<file path="src/cfic_pkg.sv">
// Purpose: shared constants and carriers for the flag, block i/o and interrupt core
// Assumes: single clock pclk, asynchronous active-low reset presetn
// Notes:   register offsets are byte addresses on a 32-bit apb bus
// Function
// - block i/o step decrements counter, sets null
// - repeating forms update null only at finish
// - add sets flags, overflow, clears subtract flag
// - subtract family sets subtract flag, overflow
// - 16-bit subtract-with-carry (core: 8-bit, on the high pointer byte only); nibble-carry undefined
// - rotate/shift: parity, clear nibble/subtract, msb-out
// - vector/refresh load copies saved enable flag
// - bit test: null from bit, nibble-carry set
// - negative flag equals result msb
// - parity flag one for even ones
// - nibble-carry from carry/borrow at bit 4
// - msb-out from carry out of msb
// - principal and alternate register sets, exchanged
// - non-maskable request always accepted, top priority
// - maskable request gated by enable, three modes (core: mode bits stored only, same acknowledge-only response in every mode)
// - requests sampled at final instruction clock
// - one automatic wait in every i/o cycle
// - non-maskable response ignores data, restarts 0066h
// - stopped clock keeps registers and outputs
package cfic_pkg;

  // ----------------------------------------------------------------
  // register map
  // ----------------------------------------------------------------
  localparam logic [7:0] CFIC_OFS_CMD    = 8'h00;  // operation, operands, start
  localparam logic [7:0] CFIC_OFS_RESULT = 8'h04;  // result and flags
  localparam logic [7:0] CFIC_OFS_REGS   = 8'h08;  // accumulator, loop count, port low
  localparam logic [7:0] CFIC_OFS_PTR    = 8'h0C;  // memory pointer pair
  localparam logic [7:0] CFIC_OFS_INT    = 8'h10;  // interrupt control
  localparam logic [7:0] CFIC_OFS_STAT   = 8'h14;  // status
  localparam logic [7:0] CFIC_OFS_IODATA = 8'h18;  // byte moved by block i/o
  localparam logic [7:0] CFIC_OFS_RSTRT  = 8'h1C;  // restart address

  // ----------------------------------------------------------------
  // field positions
  // ----------------------------------------------------------------
  localparam int CFIC_CMD_START_BIT = 31;          // write one to start
  localparam int CFIC_FLG_NEG  = 7;                // negative
  localparam int CFIC_FLG_NULL = 6;                // null result
  localparam int CFIC_FLG_NIB  = 4;                // nibble carry
  localparam int CFIC_FLG_PV   = 2;                // parity / overflow
  localparam int CFIC_FLG_SUB  = 1;                // subtract operation
  localparam int CFIC_FLG_MSB  = 0;                // msb out
  localparam int CFIC_INT_EN   = 0;                // interrupt enable
  localparam int CFIC_INT_SAVE = 1;                // saved_enable_flipflop
  localparam int CFIC_INT_MODE = 2;                // two mode bits

  // ----------------------------------------------------------------
  // values and counts
  // ----------------------------------------------------------------
  localparam logic [15:0] CFIC_NMI_RESTART = 16'h0066;  // restart address
  localparam logic [3:0]  CFIC_IO_WAITS    = 4'h1;      // automatic i/o waits
  localparam logic [3:0]  CFIC_MC_REPEAT   = 4'h5;      // cycles, nonfinal pass
  localparam logic [3:0]  CFIC_MC_FINAL    = 4'h4;      // cycles, final pass
  localparam logic [7:0]  CFIC_RESET_BYTE  = 8'h00;     // register reset value
  localparam logic [1:0]  CFIC_MODE_VECT   = 2'h2;      // vectored daisy chain

  // ----------------------------------------------------------------
  // operation codes
  // ----------------------------------------------------------------
  typedef enum logic [3:0] {
    CFIC_OP_ADD  = 4'h0, CFIC_OP_ADC  = 4'h1, CFIC_OP_SUB  = 4'h2,
    CFIC_OP_SBC  = 4'h3, CFIC_OP_CMP  = 4'h4, CFIC_OP_NEG  = 4'h5,
    CFIC_OP_SBCW = 4'h6, CFIC_OP_ROT  = 4'h7, CFIC_OP_LDIV = 4'h8,
    CFIC_OP_BIT  = 4'h9, CFIC_OP_BLK  = 4'hA, CFIC_OP_EXX  = 4'hB,
    CFIC_OP_EI   = 4'hC, CFIC_OP_DI   = 4'hD, CFIC_OP_RETURN_FROM_NONMASKABLE = 4'hE,
    CFIC_OP_HALT = 4'hF
  } cfic_op_t;

  // 8-bit flag calculation carrier
  typedef struct packed {
    logic [7:0] res;   // result byte
    logic [7:0] flg;   // flag byte
  } cfic_alu_t;

endpackage

</file>
<file path="src/cfic_alu.sv">
// Purpose: flag generation for arithmetic, rotate, bit test and vector loads
// Assumes: pure combinational, called once per started operation
// Notes:   undefined flag bits are left at their previous value
`timescale 1ns/1ps
`default_nettype none
module cfic_alu (
  input  wire logic [3:0]        op,
  input  wire logic [7:0]        a,
  input  wire logic [7:0]        b,
  input  wire logic [2:0]        sel,
  input  wire logic [7:0]        fin,
  input  wire logic              save_en,
  output cfic_pkg::cfic_alu_t    out
);

  // ----------------------------------------------------------------
  // arithmetic core
  // ----------------------------------------------------------------
  logic [8:0] sum;     // 9-bit sum or difference
  logic [4:0] nib;     // low nibble sum
  logic       cin;     // carry in
  logic       sub;     // subtract family
  logic       ovf;     // signed overflow
  logic [7:0] x;       // left operand
  logic [7:0] y;       // right operand

  // computes result and flags per operation
  always_comb begin
    out = '{res: a, flg: fin};
    cin = 1'b0;
    sub = 1'b0;
    x   = a;
    y   = b;
    unique case (op)
      cfic_pkg::CFIC_OP_ADC:  cin = fin[cfic_pkg::CFIC_FLG_MSB];
      cfic_pkg::CFIC_OP_SUB,
      cfic_pkg::CFIC_OP_CMP:  sub = 1'b1;
      cfic_pkg::CFIC_OP_SBC,
      cfic_pkg::CFIC_OP_SBCW: begin
        sub = 1'b1;
        cin = fin[cfic_pkg::CFIC_FLG_MSB];
      end
      cfic_pkg::CFIC_OP_NEG: begin
        sub = 1'b1;
        x   = 8'h00;
        y   = a;
      end
      default: ;
    endcase
    if (sub) begin
      sum = {1'b0, x} - {1'b0, y} - {8'h00, cin};
      nib = {1'b0, x[3:0]} - {1'b0, y[3:0]} - {4'h0, cin};
      ovf = (x[7] != y[7]) && (sum[7] != x[7]);
    end else begin
      sum = {1'b0, x} + {1'b0, y} + {8'h00, cin};
      nib = {1'b0, x[3:0]} + {1'b0, y[3:0]} + {4'h0, cin};
      ovf = (x[7] == y[7]) && (sum[7] != x[7]);
    end
    unique case (op)
      cfic_pkg::CFIC_OP_ADD, cfic_pkg::CFIC_OP_ADC,
      cfic_pkg::CFIC_OP_SUB, cfic_pkg::CFIC_OP_SBC,
      cfic_pkg::CFIC_OP_CMP, cfic_pkg::CFIC_OP_NEG: begin
        if (op != cfic_pkg::CFIC_OP_CMP) out.res = sum[7:0];
        out.flg[cfic_pkg::CFIC_FLG_NEG]  = sum[7];
        out.flg[cfic_pkg::CFIC_FLG_NULL] = (sum[7:0] == 8'h00);
        out.flg[cfic_pkg::CFIC_FLG_NIB]  = nib[4];
        out.flg[cfic_pkg::CFIC_FLG_PV]   = ovf;
        out.flg[cfic_pkg::CFIC_FLG_SUB]  = sub;
        out.flg[cfic_pkg::CFIC_FLG_MSB]  = sum[8];
      end
      cfic_pkg::CFIC_OP_SBCW: begin
        // high byte of the pointer pair; nibble carry left as is
        out.res = sum[7:0];
        out.flg[cfic_pkg::CFIC_FLG_NEG]  = sum[7];
        out.flg[cfic_pkg::CFIC_FLG_NULL] = (sum[7:0] == 8'h00);
        out.flg[cfic_pkg::CFIC_FLG_PV]   = ovf;
        out.flg[cfic_pkg::CFIC_FLG_SUB]  = 1'b1;
        out.flg[cfic_pkg::CFIC_FLG_MSB]  = sum[8];
      end
      cfic_pkg::CFIC_OP_ROT: begin
        // rotate left circular; msb leaves into msb-out
        out.res = {a[6:0], a[7]};
        out.flg[cfic_pkg::CFIC_FLG_NEG]  = a[6];
        out.flg[cfic_pkg::CFIC_FLG_NULL] = (a == 8'h00);
        out.flg[cfic_pkg::CFIC_FLG_PV]   = ~(^a);
        out.flg[cfic_pkg::CFIC_FLG_NIB]  = 1'b0;
        out.flg[cfic_pkg::CFIC_FLG_SUB]  = 1'b0;
        out.flg[cfic_pkg::CFIC_FLG_MSB]  = a[7];
      end
      cfic_pkg::CFIC_OP_LDIV: begin
        // accumulator takes the vector/refresh byte
        out.res = b;
        out.flg[cfic_pkg::CFIC_FLG_NEG]  = b[7];
        out.flg[cfic_pkg::CFIC_FLG_NULL] = (b == 8'h00);
        out.flg[cfic_pkg::CFIC_FLG_PV]   = save_en;
        out.flg[cfic_pkg::CFIC_FLG_NIB]  = 1'b0;
        out.flg[cfic_pkg::CFIC_FLG_SUB]  = 1'b0;
      end
      cfic_pkg::CFIC_OP_BIT: begin
        // null flag set when selected bit is zero; msb-out kept
        out.flg[cfic_pkg::CFIC_FLG_NULL] = ~b[sel];
        out.flg[cfic_pkg::CFIC_FLG_NIB]  = 1'b1;
        out.flg[cfic_pkg::CFIC_FLG_SUB]  = 1'b0;
      end
      default: ;
    endcase
  end

endmodule
`default_nettype wire

</file>
<file path="src/cfic_core.sv">
// Purpose: apb-controlled flag, block i/o and interrupt core
// Assumes: all inputs except the asynchronous reset presetn synchronous to pclk
// Notes:   i/o and memory cycles run as one-beat external strobes
`timescale 1ns/1ps
`default_nettype none
module cfic_core (
  input  wire logic         pclk,
  input  wire logic         presetn,
  input  wire logic         psel,
  input  wire logic         penable,
  input  wire logic         pwrite,
  input  wire logic [7:0]   paddr,
  input  wire logic [31:0]  pwdata,
  output logic      [31:0]  prdata,
  output logic              pready,
  output logic              pslverr,
  input  wire logic         nmi_req_n,
  input  wire logic         int_req_n,
  input  wire logic [7:0]   io_rdata,
  output logic      [15:0]  io_addr,
  output logic      [7:0]   io_wdata,
  output logic              io_rd,
  output logic              io_wr,
  output logic              io_wait,
  output logic      [15:0]  mem_addr,
  output logic              mem_rd,
  output logic              nmi_ack,
  output logic              int_ack,
  output logic              halted
);

  // ----------------------------------------------------------------
  // state
  // ----------------------------------------------------------------
  typedef enum logic [2:0] {
    CFIC_ST_IDLE = 3'b000,   // waiting for a command
    CFIC_ST_IOA  = 3'b001,   // i/o address phase
    CFIC_ST_IOW  = 3'b010,   // automatic wait
    CFIC_ST_IOD  = 3'b011,   // i/o data phase
    CFIC_ST_REP  = 3'b100,   // extra cycles of a pass
    CFIC_ST_NMI  = 3'b101,   // non-maskable response read
    CFIC_ST_HALT = 3'b110    // halted, clock may be stopped
  } cfic_st_t;

  typedef struct packed {
    cfic_st_t    st;         // sequencer state
    logic [7:0]  acc;        // accumulator
    logic [7:0]  flg;        // flags
    logic [7:0]  cnt;        // loop counter
    logic [7:0]  plo;        // port-low register
    logic [15:0] ptr;        // memory_pointer_pair
    logic [47:0] gen;        // other general registers
    logic [63:0] alt;        // alternate acc, flags, six registers
    logic [7:0]  iob;        // byte moved by block i/o
    logic [31:0] cmd;        // last command word
    logic        ien;        // interrupt enable
    logic        sav;        // saved_enable_flipflop
    logic [1:0]  mode;       // maskable response mode
    logic [15:0] pc;         // restart address
    logic [3:0]  mc;         // pass cycle count
    logic        dirout;     // block output direction
    logic        down;       // step pointer down
    logic        rpt;        // repeating form
    logic        nmi_seen;   // sticky restart indication
    logic        int_seen;   // sticky maskable indication
    logic [31:0] rd;         // read data
    logic        rdy;        // pready
    logic [15:0] ioa;        // io_addr
    logic [7:0]  iow;        // io_wdata
    logic        iord;       // io_rd
    logic        iowr;       // io_wr
    logic        iowt;       // io_wait
    logic        mrd;        // mem_rd
    logic        nack;       // nmi_ack
    logic        iack;       // int_ack
    logic        hlt;        // halted
  } cfic_state_t;

  cfic_state_t s_q;          // registered state
  cfic_state_t s_d;          // next state
  cfic_pkg::cfic_alu_t alu;  // flag unit output
  logic        acc_wr;       // apb write access
  logic        acc_rd;       // apb read access
  logic        start;        // command start
  logic        fin_instr;    // final clock of an instruction

  localparam int CFIC_PENDING_BIT = 28;   // alu result still to be written

  // ----------------------------------------------------------------
  // flag unit
  // ----------------------------------------------------------------
  cfic_alu u_alu (
    .op      (s_q.cmd[27:24]),
    .a       ((s_q.cmd[27:24] == cfic_pkg::CFIC_OP_SBCW) ? s_q.ptr[15:8] : s_q.acc),
    .b       (s_q.cmd[7:0]),
    .sel     (s_q.cmd[10:8]),
    .fin     (s_q.flg),
    .save_en (s_q.sav),
    .out     (alu)
  );

  // writes land on the edge at which the master sees pready high
  assign acc_wr    = psel && penable && pwrite && s_q.rdy;
  assign acc_rd    = psel && penable && !pwrite && !s_q.rdy;
  assign start     = acc_wr && (paddr == cfic_pkg::CFIC_OFS_CMD) &&
                     pwdata[cfic_pkg::CFIC_CMD_START_BIT];
  assign fin_instr = (s_q.st == CFIC_ST_IDLE) || (s_q.st == CFIC_ST_HALT);

  // ----------------------------------------------------------------
  // next state
  // ----------------------------------------------------------------
  always_comb begin
    s_d      = s_q;
    s_d.rdy  = psel && penable && !s_q.rdy;
    s_d.iord = 1'b0;
    s_d.iowr = 1'b0;
    s_d.iowt = 1'b0;
    s_d.mrd  = 1'b0;
    s_d.nack = 1'b0;
    s_d.iack = 1'b0;
    // read mux
    if (acc_rd) begin
      unique case (paddr)
        cfic_pkg::CFIC_OFS_CMD:    s_d.rd = s_q.cmd;
        cfic_pkg::CFIC_OFS_RESULT: s_d.rd = {16'h0000, s_q.flg, s_q.acc};
        cfic_pkg::CFIC_OFS_REGS:   s_d.rd = {8'h00, s_q.plo, s_q.cnt, s_q.acc};
        cfic_pkg::CFIC_OFS_PTR:    s_d.rd = {16'h0000, s_q.ptr};
        cfic_pkg::CFIC_OFS_INT:    s_d.rd = {28'h000_0000, s_q.mode, s_q.sav, s_q.ien};
        cfic_pkg::CFIC_OFS_STAT:   s_d.rd = {24'h00_0000, s_q.int_seen, s_q.nmi_seen,
                                             2'b00, 1'b0, s_q.st};
        cfic_pkg::CFIC_OFS_IODATA: s_d.rd = {24'h00_0000, s_q.iob};
        cfic_pkg::CFIC_OFS_RSTRT:  s_d.rd = {16'h0000, s_q.pc};
        default:                   s_d.rd = 32'h0000_0000;
      endcase
    end
    // plain register writes, only while idle
    if (acc_wr && s_q.st == CFIC_ST_IDLE) begin
      unique case (paddr)
        cfic_pkg::CFIC_OFS_RESULT: begin
          s_d.acc = pwdata[7:0];
          s_d.flg = pwdata[15:8];
        end
        cfic_pkg::CFIC_OFS_REGS: begin
          s_d.acc = pwdata[7:0];
          s_d.cnt = pwdata[15:8];
          s_d.plo = pwdata[23:16];
        end
        cfic_pkg::CFIC_OFS_PTR:    s_d.ptr = pwdata[15:0];
        cfic_pkg::CFIC_OFS_INT:    s_d.mode = pwdata[cfic_pkg::CFIC_INT_MODE +: 2];
        cfic_pkg::CFIC_OFS_IODATA: s_d.iob = pwdata[7:0];
        cfic_pkg::CFIC_OFS_STAT: begin
          // write one clears; a new event in the same cycle wins below
          if (pwdata[7]) s_d.int_seen = 1'b0;
          if (pwdata[6]) s_d.nmi_seen = 1'b0;
        end
        default: ;
      endcase
    end
    unique case (s_q.st)
      CFIC_ST_IDLE: begin
        if (start) begin
          s_d.cmd = pwdata;
          unique case (pwdata[27:24])
            cfic_pkg::CFIC_OP_BLK: begin
              s_d.dirout = pwdata[16];
              s_d.down   = pwdata[17];
              s_d.rpt    = pwdata[18];
              s_d.mc     = 4'h0;
              s_d.st     = CFIC_ST_IOA;
            end
            cfic_pkg::CFIC_OP_EXX: begin
              // accumulator, flags and the six other general registers change places; counter, port low and pointer stay
              s_d.alt = {s_q.acc, s_q.flg, s_q.gen};
              {s_d.acc, s_d.flg, s_d.gen} = s_q.alt;
            end
            cfic_pkg::CFIC_OP_EI: begin
              s_d.ien = 1'b1;
              s_d.sav = 1'b1;
            end
            cfic_pkg::CFIC_OP_DI: begin
              s_d.ien = 1'b0;
              s_d.sav = 1'b0;
            end
            cfic_pkg::CFIC_OP_RETURN_FROM_NONMASKABLE: s_d.ien = s_q.sav;
            cfic_pkg::CFIC_OP_HALT: s_d.st = CFIC_ST_HALT;
            default: ;
          endcase
        end else if (s_q.cmd[CFIC_PENDING_BIT]) begin
          // alu ops complete one cycle after the command
          s_d.acc = alu.res;
          s_d.flg = alu.flg;
          if (s_q.cmd[27:24] == cfic_pkg::CFIC_OP_SBCW) s_d.ptr[15:8] = alu.res;
          s_d.cmd[CFIC_PENDING_BIT] = 1'b0;
        end
      end
      CFIC_ST_IOA: begin
        // port address: counter high, port low low
        s_d.ioa = {s_q.cnt, s_q.plo};
        s_d.iow = s_q.iob;
        s_d.mc  = s_q.mc + 4'h1;
        // wait strobe stands while the sequencer sits in the wait state
        s_d.iowt = 1'b1;
        s_d.st  = CFIC_ST_IOW;
      end
      CFIC_ST_IOW: begin
        // raise the strobe so it stands through the data phase
        s_d.iord = !s_q.dirout;
        s_d.iowr = s_q.dirout;
        s_d.mc   = s_q.mc + cfic_pkg::CFIC_IO_WAITS;
        s_d.st   = CFIC_ST_IOD;
      end
      CFIC_ST_IOD: begin
        // input byte taken while the read strobe stands
        if (!s_q.dirout) s_d.iob = io_rdata;
        s_d.ptr = s_q.down ? s_q.ptr - 16'h0001 : s_q.ptr + 16'h0001;
        s_d.cnt = s_q.cnt - 8'h01;
        s_d.mc  = s_q.mc + 4'h1;
        // repeating forms set null only at the end
        if (!s_q.rpt || s_q.cnt == 8'h01)
          s_d.flg[cfic_pkg::CFIC_FLG_NULL] = (s_q.cnt == 8'h01);
        s_d.flg[cfic_pkg::CFIC_FLG_SUB] = 1'b1;
        s_d.st = CFIC_ST_REP;
      end
      CFIC_ST_REP: begin
        // pad each pass to its machine-cycle count
        s_d.mc = s_q.mc + 4'h1;
        if (s_q.rpt && s_q.cnt != 8'h00) begin
          if (s_q.mc + 4'h1 >= cfic_pkg::CFIC_MC_REPEAT) begin
            s_d.mc = 4'h0;
            s_d.st = CFIC_ST_IOA;
          end
        end else if (s_q.mc + 4'h1 >= cfic_pkg::CFIC_MC_FINAL) begin
          s_d.st = CFIC_ST_IDLE;
        end
      end
      CFIC_ST_NMI: begin
        // read-like cycle, data ignored, execution restarts
        s_d.mrd = 1'b1;
        s_d.pc  = cfic_pkg::CFIC_NMI_RESTART;
        s_d.st  = CFIC_ST_IDLE;
      end
      CFIC_ST_HALT: ;
      default: s_d.st = CFIC_ST_IDLE;
    endcase
    // interrupt sampling at the final clock of an instruction
    if (fin_instr && !start) begin
      if (!nmi_req_n) begin
        s_d.ien      = 1'b0;
        s_d.nack     = 1'b1;
        s_d.nmi_seen = 1'b1;
        s_d.st       = CFIC_ST_NMI;
      end else if (!int_req_n && s_q.ien) begin
        s_d.ien      = 1'b0;
        s_d.sav      = 1'b0;
        s_d.iack     = 1'b1;
        s_d.int_seen = 1'b1;
        s_d.st       = CFIC_ST_IDLE;
      end
    end
    // halted level registered so the port comes from a flip-flop
    s_d.hlt = (s_d.st == CFIC_ST_HALT);
  end

  // ----------------------------------------------------------------
  // registers; a stopped pclk freezes everything in place
  // ----------------------------------------------------------------
  always_ff @(posedge pclk or negedge presetn) begin
    if (!presetn) begin
      s_q <= '0;
    end else begin
      s_q <= s_d;
    end
  end

  // ----------------------------------------------------------------
  // outputs, all from flip-flops except pslverr, tied low
  // ----------------------------------------------------------------
  assign prdata   = s_q.rd;
  assign pready   = s_q.rdy;
  assign pslverr  = 1'b0;
  assign io_addr  = s_q.ioa;
  assign io_wdata = s_q.iow;
  assign io_rd    = s_q.iord;
  assign io_wr    = s_q.iowr;
  assign io_wait  = s_q.iowt;
  assign mem_addr = s_q.pc;
  assign mem_rd   = s_q.mrd;
  assign nmi_ack  = s_q.nack;
  assign int_ack  = s_q.iack;
  assign halted   = s_q.hlt;

endmodule
`default_nettype wire

</file>
<file path="config.mk">
export PLATFORM = sky130hd
export DESIGN_NAME = cfic_core
export DESIGN_NICKNAME = d
export VERILOG_FILES = /design/src/cfic_pkg.sv /design/src/cfic_alu.sv /design/src/cfic_core.sv
export SDC_FILE = /design/constraint.sdc
export NUM_CORES = 1
export LEC_CHECK = 0
export ABC_AREA = 1
export BUFFER_PORTS_ARGS = -buffer_cell sky130_fd_sc_hd__buf_2
export CORE_ASPECT_RATIO = 2
export CORE_UTILIZATION = 46
export CTS_CLUSTER_DIAMETER = 120
export CTS_CLUSTER_SIZE = 40
export DETAILED_ROUTE_END_ITERATION = 10
export MAX_ROUTING_LAYER = met4
export PLACE_DENSITY = 0.78
export SETUP_SLACK_MARGIN = 0.15
export SLEW_MARGIN = 20
export SYNTH_ARGS = -nofsm -noshare
export SYNTH_HDL_FRONTEND = slang
export SYNTH_SLANG_ARGS = --single-unit
</file>
<file path="constraint.sdc">
create_clock -name pclk -period 3 [get_ports pclk]
set_input_delay 0.45 -clock pclk [delete_from_list [all_inputs] [get_ports pclk]]
set_output_delay 0.45 -clock pclk [all_outputs]
set_load 0.1 [all_outputs]
</file>
Word level (Yosys, flattened, before mapping)
Cells that the tools add are included.

Equality and inequality tests: 44. Muxes and demuxes: 81. Order comparisons: 3. Reduce and logical (&&, ||, !) cells: 50. $add $sub $neg: 12. Bitwise operators: 2.

Operators by type and width (number): 32-bit one-hot mux with 8 select lines (1); 8-bit 2-to-1 mux (15); 16-bit 2-to-1 mux (6); 48-bit 2-to-1 mux (1); 9-bit one-hot mux with 4 select lines (1); 4-bit equality test, second input constant (8); 8-bit by 5-bit equality test with 1-bit output, second input constant (4); 8-bit zero test (4); 3-bit 2-to-1 mux (7); 1-bit 2-to-1 mux (19); 2-bit 2-to-1 mux (9); 9-bit 2-to-1 mux (2); 3-bit one-hot mux with 6 select lines (1); 16-bit by 1-bit adder with 16-bit output, second input constant (1); 4-bit by 3-bit equality test with 1-bit output, second input constant (4); 8-bit by 4-bit equality test with 1-bit output, second input constant (2); 8-bit one-hot mux with 2 select lines (1); 16-bit by 1-bit subtractor with 16-bit output, second input constant (1); 1-bit logical AND (14); 7-bit 2-to-1 mux (2); 7-bit by 4-bit inequality test with 1-bit output, second input constant (2); 3-bit equality test, second input constant (4); 4-bit 2-to-1 mux (3); 6-bit by 4-bit inequality test with 1-bit output, second input constant (2); other kinds (49) (78).

Input port bits: 55. Output and inout bits: 81. Word-level logic and storage cells: 231. Register bits: 281.

Depth between registers and ports, before layout
Gate-level depths: netlist of run 1.

Depth in word-level cells: 12. Depth in mapped cells: 29. Depth with buffers taken out: 27.

Cells and area by module
Synthesis of run 1 repeated with hierarchy kept, for this count alone.

Cell total of the unflattened synthesis: 1691. Area total of the unflattened synthesis: 12152.9 sq um.

Modules (own cells, without submodules): cfic_core (area an instance 10291.1 sq um, seq. area each 4629.4 sq um, times used 1, cells an instance 1341); cfic_alu (area an instance 1861.8 sq um, seq. area each 0.0 sq um, times used 1, cells an instance 350).

Least setup slack after synthesis of run 1
Ideal clock, no wire load.

Path type: register to register. Start point: register s_q[117] (netlist name). End point: register s_q[289] (netlist name). Slack: -0.230 ns. Clock period less this slack: 3.230 ns. Arrival: 3.100 ns. Path buffers: 2. Data required time: 2.870 ns. Setup time: 0.130 ns. Cell stages (with the launch flop): 24. Cell sequence: dfrtp_1 -> buf_2 -> nor2_2 -> nand2_4 -> buf_6 -> o21ai_2 -> inv_2 -> o21ai_0 -> inv_1 -> fa_1 -> inv_1 -> fa_1 -> nand3_1 -> nand2_1 -> nand2_1 -> nand3_1 -> and2_1 -> nand2_1 -> o21ai_1 -> o22ai_1 -> nor2_1 -> o21ai_1 -> nand3_1 -> o211ai_1.

RTL lines: start: declaration (RTL line cfic_core.sv:79) `cfic_state_t s_q;`; start signal: assignment (RTL line cfic_core.sv:269) `s_q <= '0;`; start signal: assignment (RTL line cfic_core.sv:271) `s_q <= s_d;`.

Worst setup path in the final report of run 1
Start point: register s_q[119] (netlist name). End point: register s_q[283] (netlist name).

Cells in the longest elaborated chain, start to end: 11. Elaborated cells on any way between the ends: 30. Those cells by class: 4 x add/sub; 10 x eq/ne; 10 x mux; 6 x reduce/logical.

Ends and longest elaborated chain: 4-bit by 3-bit equality test with 1-bit output (RTL line cfic_alu.sv:34, cfic_alu.sv:59, cfic_core.sv:94); 8-bit 2-to-1 mux (RTL line cfic_core.sv:94) `.a ((s_q.cmd[27:24] == cfic_pkg::CFIC_OP_SBCW) ? s_q.ptr[15:8] : s_q.acc),`; 8-bit 2-to-1 mux (RTL line cfic_alu.sv:34) `unique case (op)`; 8-bit by 8-bit adder with 9-bit output or 8-bit by 8-bit subtractor with 9-bit output (tied branches) (RTL line cfic_alu.sv:55, cfic_alu.sv:51); 9-bit by 1-bit adder with 9-bit output or 9-bit by 1-bit subtractor with 9-bit output (tied branches) (RTL line cfic_alu.sv:55, cfic_alu.sv:51); 9-bit 2-to-1 mux (RTL line cfic_alu.sv:50) `if (sub) begin`; 8-bit zero test (RTL line cfic_alu.sv:65, cfic_alu.sv:75); 1-bit one-hot mux with 4 select lines (RTL line cfic_alu.sv:59) `unique case (op)`; 16-bit 2-to-1 mux (RTL line cfic_core.sv:188) `end else if (s_q.cmd[CFIC_PENDING_BIT]) begin`; 16-bit 2-to-1 mux (RTL line cfic_core.sv:161) `if (start) begin`; 1-bit one-hot mux with 2 select lines (RTL line cfic_core.sv:159) `unique case (s_q.st)`.

Several ways; a longest one is shown, not always the timed one. The select of a mux whose other input is x is not followed. A chain may end at the register's enable or synchronous reset.

==> impl_results.md, run 1 <==
* Total power at 9510 uW
* Achievable Freq at 0.307 GHz
* Seq pwr share at 35.0%
* M3 GR Usage at 5.98%
* Buffers on Ports at 122
* Fin crit period at 3.26 ns
* CP bufs+invs at 6
* Worst EP arrival at 3.67 ns
* Int Power at 4940 uW
* IO Pins at 136
* Net Sw Power at 4570 uW
* Max Transition Viols Final at 0
* Most common cell after layout, fill and taps aside: nand2_1
* Routability Congestion at 1.03
* Register area at 4630 sq um
* Largest net degree at the start of global routing at 81
* Die Wd at 116 um
* EDFF count, synth at 0
* First-pass GRT wire length at 66.5 mm
* Cell row count at 82
* Final nets at 1,859
* Max clock buf depth at 2
* Die area at 26,500 sq um
* Reg2reg end: s_q[283]
* Drt drc at 0
* Met1 usage at 34.4%
* DR vias at 11,900
* Cell variety after synth at 55
* Initial DRC count at 936
* Violated checks: negative setup slack
* Final ANT Viol Nets at 0
* VDD IR max at 0.000969 V
* WL final at 43.8 mm
* Setup crit end: s_q[283]
* Critical Path RT at 3.41 ns
* Ys async rst share at 100%
* Power Density at 650 nW/um^2
* GRT Util Overall at 35.6%
* Clock Tree Root: clkbuf_16
* Comb power frac at 40.3%
* Placed wire-length estimate at 33.9 mm
* Max cap viols at 0
* Top Usage Layer GRT: met2
* CP max stage cell: dfrtp_1
* Clk_lat worst skew at 0.47 ns
* Antenna violations before repair at 0
* Sequential-to-total area share from yosys stat at 39.0%
* Register bit total from synthesis at 185
* Die height at 229 um
* Worst-path fanout max at 7
* Vias/cell at 5.66
* Slowest stage delay, CP at 0.37 ns
* CP startpoint: s_q[119]
* Cells after Synth at 1,572
* Family with the most delay on the worst path: simple AND/OR/NAND/NOR gates
* Final period util at 109%
* CP most frequent cell: nand2_1
* HP Class: input pin to asynchronous set/reset pin
* Top FF cell, synth: dfrtp_1
* CTS tree: built
* Core area at 25,200 sq um
* Syn avg cell area at 7.54 sq um
* Post-route cell area at 14,600 sq um
* Share of cells above drive strength 1 at 27.9%
* Setup Viol. Count Final at 16
* Most frequent cells in the layout: nand2_1 (380), dfrtp_1 (184), inv_1 (178)
* Synthesized area at 11,900 sq um
* Clock power frac at 24.7%
* YS warnings at 0
* Status: complete, but fails checks
* Clock sink total at 185
* Slack of the critical path at -0.262 ns
* Wire length per cell at 20.8 um
* Number of global-route vias before repair at 12,000
* LEAKAGE at 0.00744 uW
* Dpl cell area at 13,300 sq um
* WS Path Type: register to register
* Slew @ Worst Pin at 0.851 ns
* Multi-input gate area at 6290 sq um
* Grt met2 use at 59.8%
* Slew margin rel. at 43.2%
* Hold buffer count at CTS at 0
* CTS Buf Count at 17
* Final hold violations at 0
* Starting Density at 47.0%
* H-tree depth at 4
* CP endpoint kind: register
* R2R cell count at 26
* Area delta synth->final at 23.4%
* Drt first pass iters at 7
* Filler instances at 2,391
* RR Startpoint: s_q[119]
* Worst setup SP type: register
* Sw Ratio at 48.0%
* Worst Skew at 0.0112 ns
* WP depth at 26
* RSZ-0062 raised after global routing: yes
* CTS clk-pin slew, worst paths at 0.08 ns
* FF-to-FF setup slack at -0.26 ns
* Gr ovfl total at 0
==> registers in the layout, indices dropped and copies added (netlist names) <==
name,cells
halted,1
int_ack,1
io_addr,16
io_rd,1
io_wait,1
io_wdata,8
io_wr,1
mem_addr,1
mem_rd,1
nmi_ack,1
prdata,32
pready,1
s_q,120
==> cell usage after synthesis, drive strengths merged (7+ instances only) <==
| cell | count | area [sq um] |
|---|---|---|
| a21oi | 58 | 290 |
| a221oi | 16 | 140 |
| a31oi | 14 | 87.6 |
| buf | 92 | 661 |
| clkbuf | 25 | 93.8 |
| dfrtp | 185 | 4630 |
| ha | 42 | 526 |
| inv | 217 | 817 |
| nand2 | 421 | 1630 |
| nand3 | 69 | 393 |
| nand4 | 11 | 68.8 |
| nor2 | 85 | 462 |
| nor3 | 22 | 115 |
| o211ai | 22 | 165 |
| o21ai | 207 | 1070 |
| o221ai | 10 | 87.6 |
| o22ai | 14 | 93.8 |
| or2 | 7 | 43.8 |
| xor2 | 10 | 87.6 |
==> how the worst min path moves through the flow <==
stage	endpoint	depth (start not counted)	slack, ns	start
2_1_floorplan	halted	0	0.15	presetn
3_5_place_dp	s_q[124]	2	0.44	s_q[124]
5_1_grt	io_wdata[2]	1	0.09	presetn
3_3_place_gp	s_q[124]	2	0.44	s_q[124]
4_1_cts	io_wdata[2]	1	0.05	presetn
6_report	io_wdata[2]	1	0.03	presetn
==> what timing repair did <==
action / CTS / global route
buffers inserted: 16 / 7
gates resized for setup: 80 / 60
pin swaps: 30 / 45
cloned: 0 / 0
hold endpoints to repair: 0 / 0
setup endpoints to repair: 19 / 20
==> layer usage <==
metal / routed length (um) / vias up
li1: - / 5477
met1: 14600 / 5667
met2: 22500 / 551
met3: 2460 / 234
met4: 4240 / 0
met5: 0 / -
==> power by group through the flow <==
stage	Sequential [uW]	Combinational (uW)	Clock, uW
after floorplan	3430	2960	0
after global placement	3340	3690	0
after detailed placement	3350	3760	0
after CTS	3310	3780	2370
after global routing	3370	4060	2450
final	3330	3830	2350
==> kinds of logic (layout without fill, tap and decap cells) <==
| kind of cell | count (synthesis) | after routing | share of synthesized area, % |
|---|---|---|---|
| other | 1 | 14 | 0.0316 |
| and+or+nand+nor | 624 | 624 | 23.4 |
| adders and majority gates | 47 | 47 | 5.27 |
| buffers and inverters | 336 | 522 | 13.3 |
| xor gates and xnor gates | 13 | 13 | 0.960 |
| DFF | 185 | 185 | 39.0 |
| AOI/OAI and AO/OA | 366 | 366 | 18.0 |
==> metrics by stage <==
step | std cells | utilization (%) | hold slack, ns | TNS [ns] | worst slack, ns
floorplan | 1584 | - | 0.154 | 0 | 0.0155
global placement | 2051 | 52.7 | 0.435 | -3.09 | -0.323
detailed placement | 2051 | 52.7 | 0.437 | -3.53 | -0.374
CTS | 2099 | 56.9 | 0.0501 | -1.16 | -0.183
global route | 2106 | 58.0 | 0.0910 | -4.92 | -0.458
finish | 2107 | 58.0 | 0.0261 | -2.24 | -0.262
==> area by class of cell <==
cell class,count,share of cell area (%)
inverter,219,5.69
sequential,185,31.6
multi-input combinational,1063,43.0
tap,336,2.87
clock buffer,17,2.91
clock inverter,15,1.32
timing repair buffer,271,12.5
antenna,1,0.0171
==> worst reg2reg max path, cell delays in order, from the launching register on <==
cell and delay [ns]:
dfrtp_1 0.37, inv_2 0.06, nor2_4 0.15, buf_6 0.13, nand3_4 0.15, buf_6 0.19
nand2_4 0.06, o21ai_4 0.07, ha_4 0.29, inv_4 0.04, ha_4 0.32, nand3_2 0.10
nand2_2 0.09, nand2_1 0.05, nand3_1 0.09, and2_4 0.17, buf_6 0.10, nand2_2 0.04
nor2_2 0.07, nand4_1 0.11, nor2_2 0.17, nand2_1 0.10, nand2_1 0.07, nand2_1 0.05
nand3_1 0.07, nand2_1 0.05, inv_1 0.04
No activity file was read; power rests on OpenSTA's default activity.
==> run 2: changes to the inputs <==
--- a/config.mk
+++ b/config.mk
@@ -8,12 +8,12 @@
 export ABC_AREA = 1
 export BUFFER_PORTS_ARGS = -buffer_cell sky130_fd_sc_hd__buf_2
 export CORE_ASPECT_RATIO = 2
-export CORE_UTILIZATION = 46
+export CORE_UTILIZATION = 35
 export CTS_CLUSTER_DIAMETER = 120
 export CTS_CLUSTER_SIZE = 40
 export DETAILED_ROUTE_END_ITERATION = 10
 export MAX_ROUTING_LAYER = met4
-export PLACE_DENSITY = 0.78
+export PLACE_DENSITY = 0.64
 export SETUP_SLACK_MARGIN = 0.15
 export SLEW_MARGIN = 20
 export SYNTH_ARGS = -nofsm -noshare
==> run 2 against run 1 <==
Net effect: the flow still finishes with violations (negative setup slack); sequential share of layout area about the same; cell count up 5.0%; power down 0.24%; cell area about the same; clock skew up 0.0039 ns; non-clock buffer count up 7; via count down 2.3%.
==> impl_results.md, run 2 (same netlist as run 1, synthesis figures left out) <==
* Status: complete, but fails checks
* Violated checks: negative setup slack
* GRT Util Overall at 27.8%
* WL final at 46.0 mm
* Top reg by flops: s_q
* Share of cells above drive strength 1 at 26.8%
* DR vias at 11,700
* Worst Skew at 0.0151 ns
* CTS Buf Count at 17
* Worst EP arrival at 3.66 ns
* Final nets at 1,866
* Slowest stage delay, CP at 0.42 ns
* LEAKAGE at 0.00741 uW
* Die area at 34,700 sq um
* Buffers on Ports at 122
* Final hold violations at 0
* Max cap viols at 0
* Drt first pass iters at 7
* Cell row count at 95
* First-pass GRT wire length at 69.1 mm
* RSZ-0062 raised after global routing: yes
* VDD IR max at 0.000783 V
* Power Density at 649 nW/um^2
* Area delta synth->final at 23.3%
* Post-route setup TNS at -2.25 ns
* Starting Density at 35.4%
* Setup Viol. Count Final at 17
* Wire length per cell at 20.8 um
* N_diodes at 0
* Max Used Layer: met4
* WS Path Type: register to register
* Vias/cell at 5.27
* Placed wire-length estimate at 36.6 mm
* WHS at 0.202 ns
* Met3 WL at 1.65 mm
* Drt drc at 0
* Critical Path RT at 3.39 ns
* IO Pins at 136
* Layout Utilization at 43.6%
* Worst Hold Depth at 3
* Most frequent cells in the layout: nand2_1 (383), dfrtp_1 (184), inv_1 (182)
* Largest register FFs at 120
* Gr ovfl total at 0
* Most common cell after layout, fill and taps aside: nand2_1
* CP max stage cell: dfrtp_1
* R2R cell count at 25
* Routed metal-1 wirelength at 15.5 mm
* Achievable Freq at 0.306 GHz
* Clock sink total at 185
* Met2 WL post-DR at 24.1 mm
* Slew @ Worst Pin at 0.634 ns
* Slew margin rel. at 57.7%
* Max Transition Viols Final at 0
* Total power at 9490 uW
* Clk_lat worst skew at 0.45 ns
* Final ANT Viol Nets at 0
* H-tree depth at 4
* Initial DRC count at 797
* Number of global-route vias before repair at 11,900
* Worst setup SP type: register
* CTS clk-pin slew, worst paths at 0.08 ns
* Max clock buf depth at 2
* Final period util at 109%
* Largest net degree at the start of global routing at 74
* Core area at 33,500 sq um
* Die height at 262 um
* CP endpoint kind: register
* Slack of the critical path at -0.266 ns
* CTS tree: built
* Routability Congestion at 1.04
* Clock Tree Root: clkbuf_16
* Worst slack, placed at -0.460 ns
* Worst-path fanout max at 6
* HP Class: input pin to register
* Antenna violations before repair at 0
* Die Wd at 132 um
* Fin crit period at 3.27 ns
[run 2: critical path, delay by kind of cell, from the launching register on]
family	cells	cell delay, ns
compound gates	2	0.37
fa+ha+maj	2	0.60
buf+inv	5	0.35
flops	1	0.42
simple gates	16	1.44
[run 2: power by group]
| group | switching (uW) | internal, uW | total [uW] | leakage [uW] |
|---|---|---|---|---|
| Sequential | 385 | 2950 | 3340 | 0.00235 |
| Combinational | 3000 | 849 | 3850 | 0.00478 |
| Clock | 1110 | 1180 | 2300 | 0.000282 |
[run 2: worst paths after layout]
path | slack [ns] | to | start
setup / recovery | -0.27 | s_q[283] | s_q[120]
hold / removal | 0.20 | s_q[123] | pwdata[30]
setup reg to reg | -0.27 | s_q[283] | s_q[120]
hold reg to reg | 0.47 | io_wdata[4] | io_wdata[4]
max in group asynchronous | 1.68 | s_q[100] | presetn
min in group asynchronous | 0.52 | prdata[30] | presetn
[run 2: layer usage]
layer / track usage [%] / vias to the layer above
met5: - / -
met4: 26.1 / 0
met3: 2.89 / 207
met2: 49.9 / 463
met1: 25.4 / 5508
li1: - / 5474
[run 2: area by class of cell]
class	count	area, sq um
Fill cell	3461	18900
Multi-Input combinational cell	1063	6170
Sequential cell	185	4630
Timing Repair Buffer	278	1860
Inverter	219	832
Tap cell	436	546
Clock buffer	19	433
Clock inverter	13	154
[run 2: stage by stage]
stage                     std cells  area (sq um)
final                          2213         14600
after global routing           2213         14600
after CTS                      2201         14300
after detailed placement       2155         13500
after global placement         2155         13500
after floorplan                1584         12100
[run 2: timing repair]
action / CTS / global route
hold buffers: 1 / 0
hold endpoints to repair: 54 / 0
endpoints found under the setup margin: 19 / 19
pin swaps: 19 / 36
resized for setup: 48 / 55
setup buffers: 13 / 12
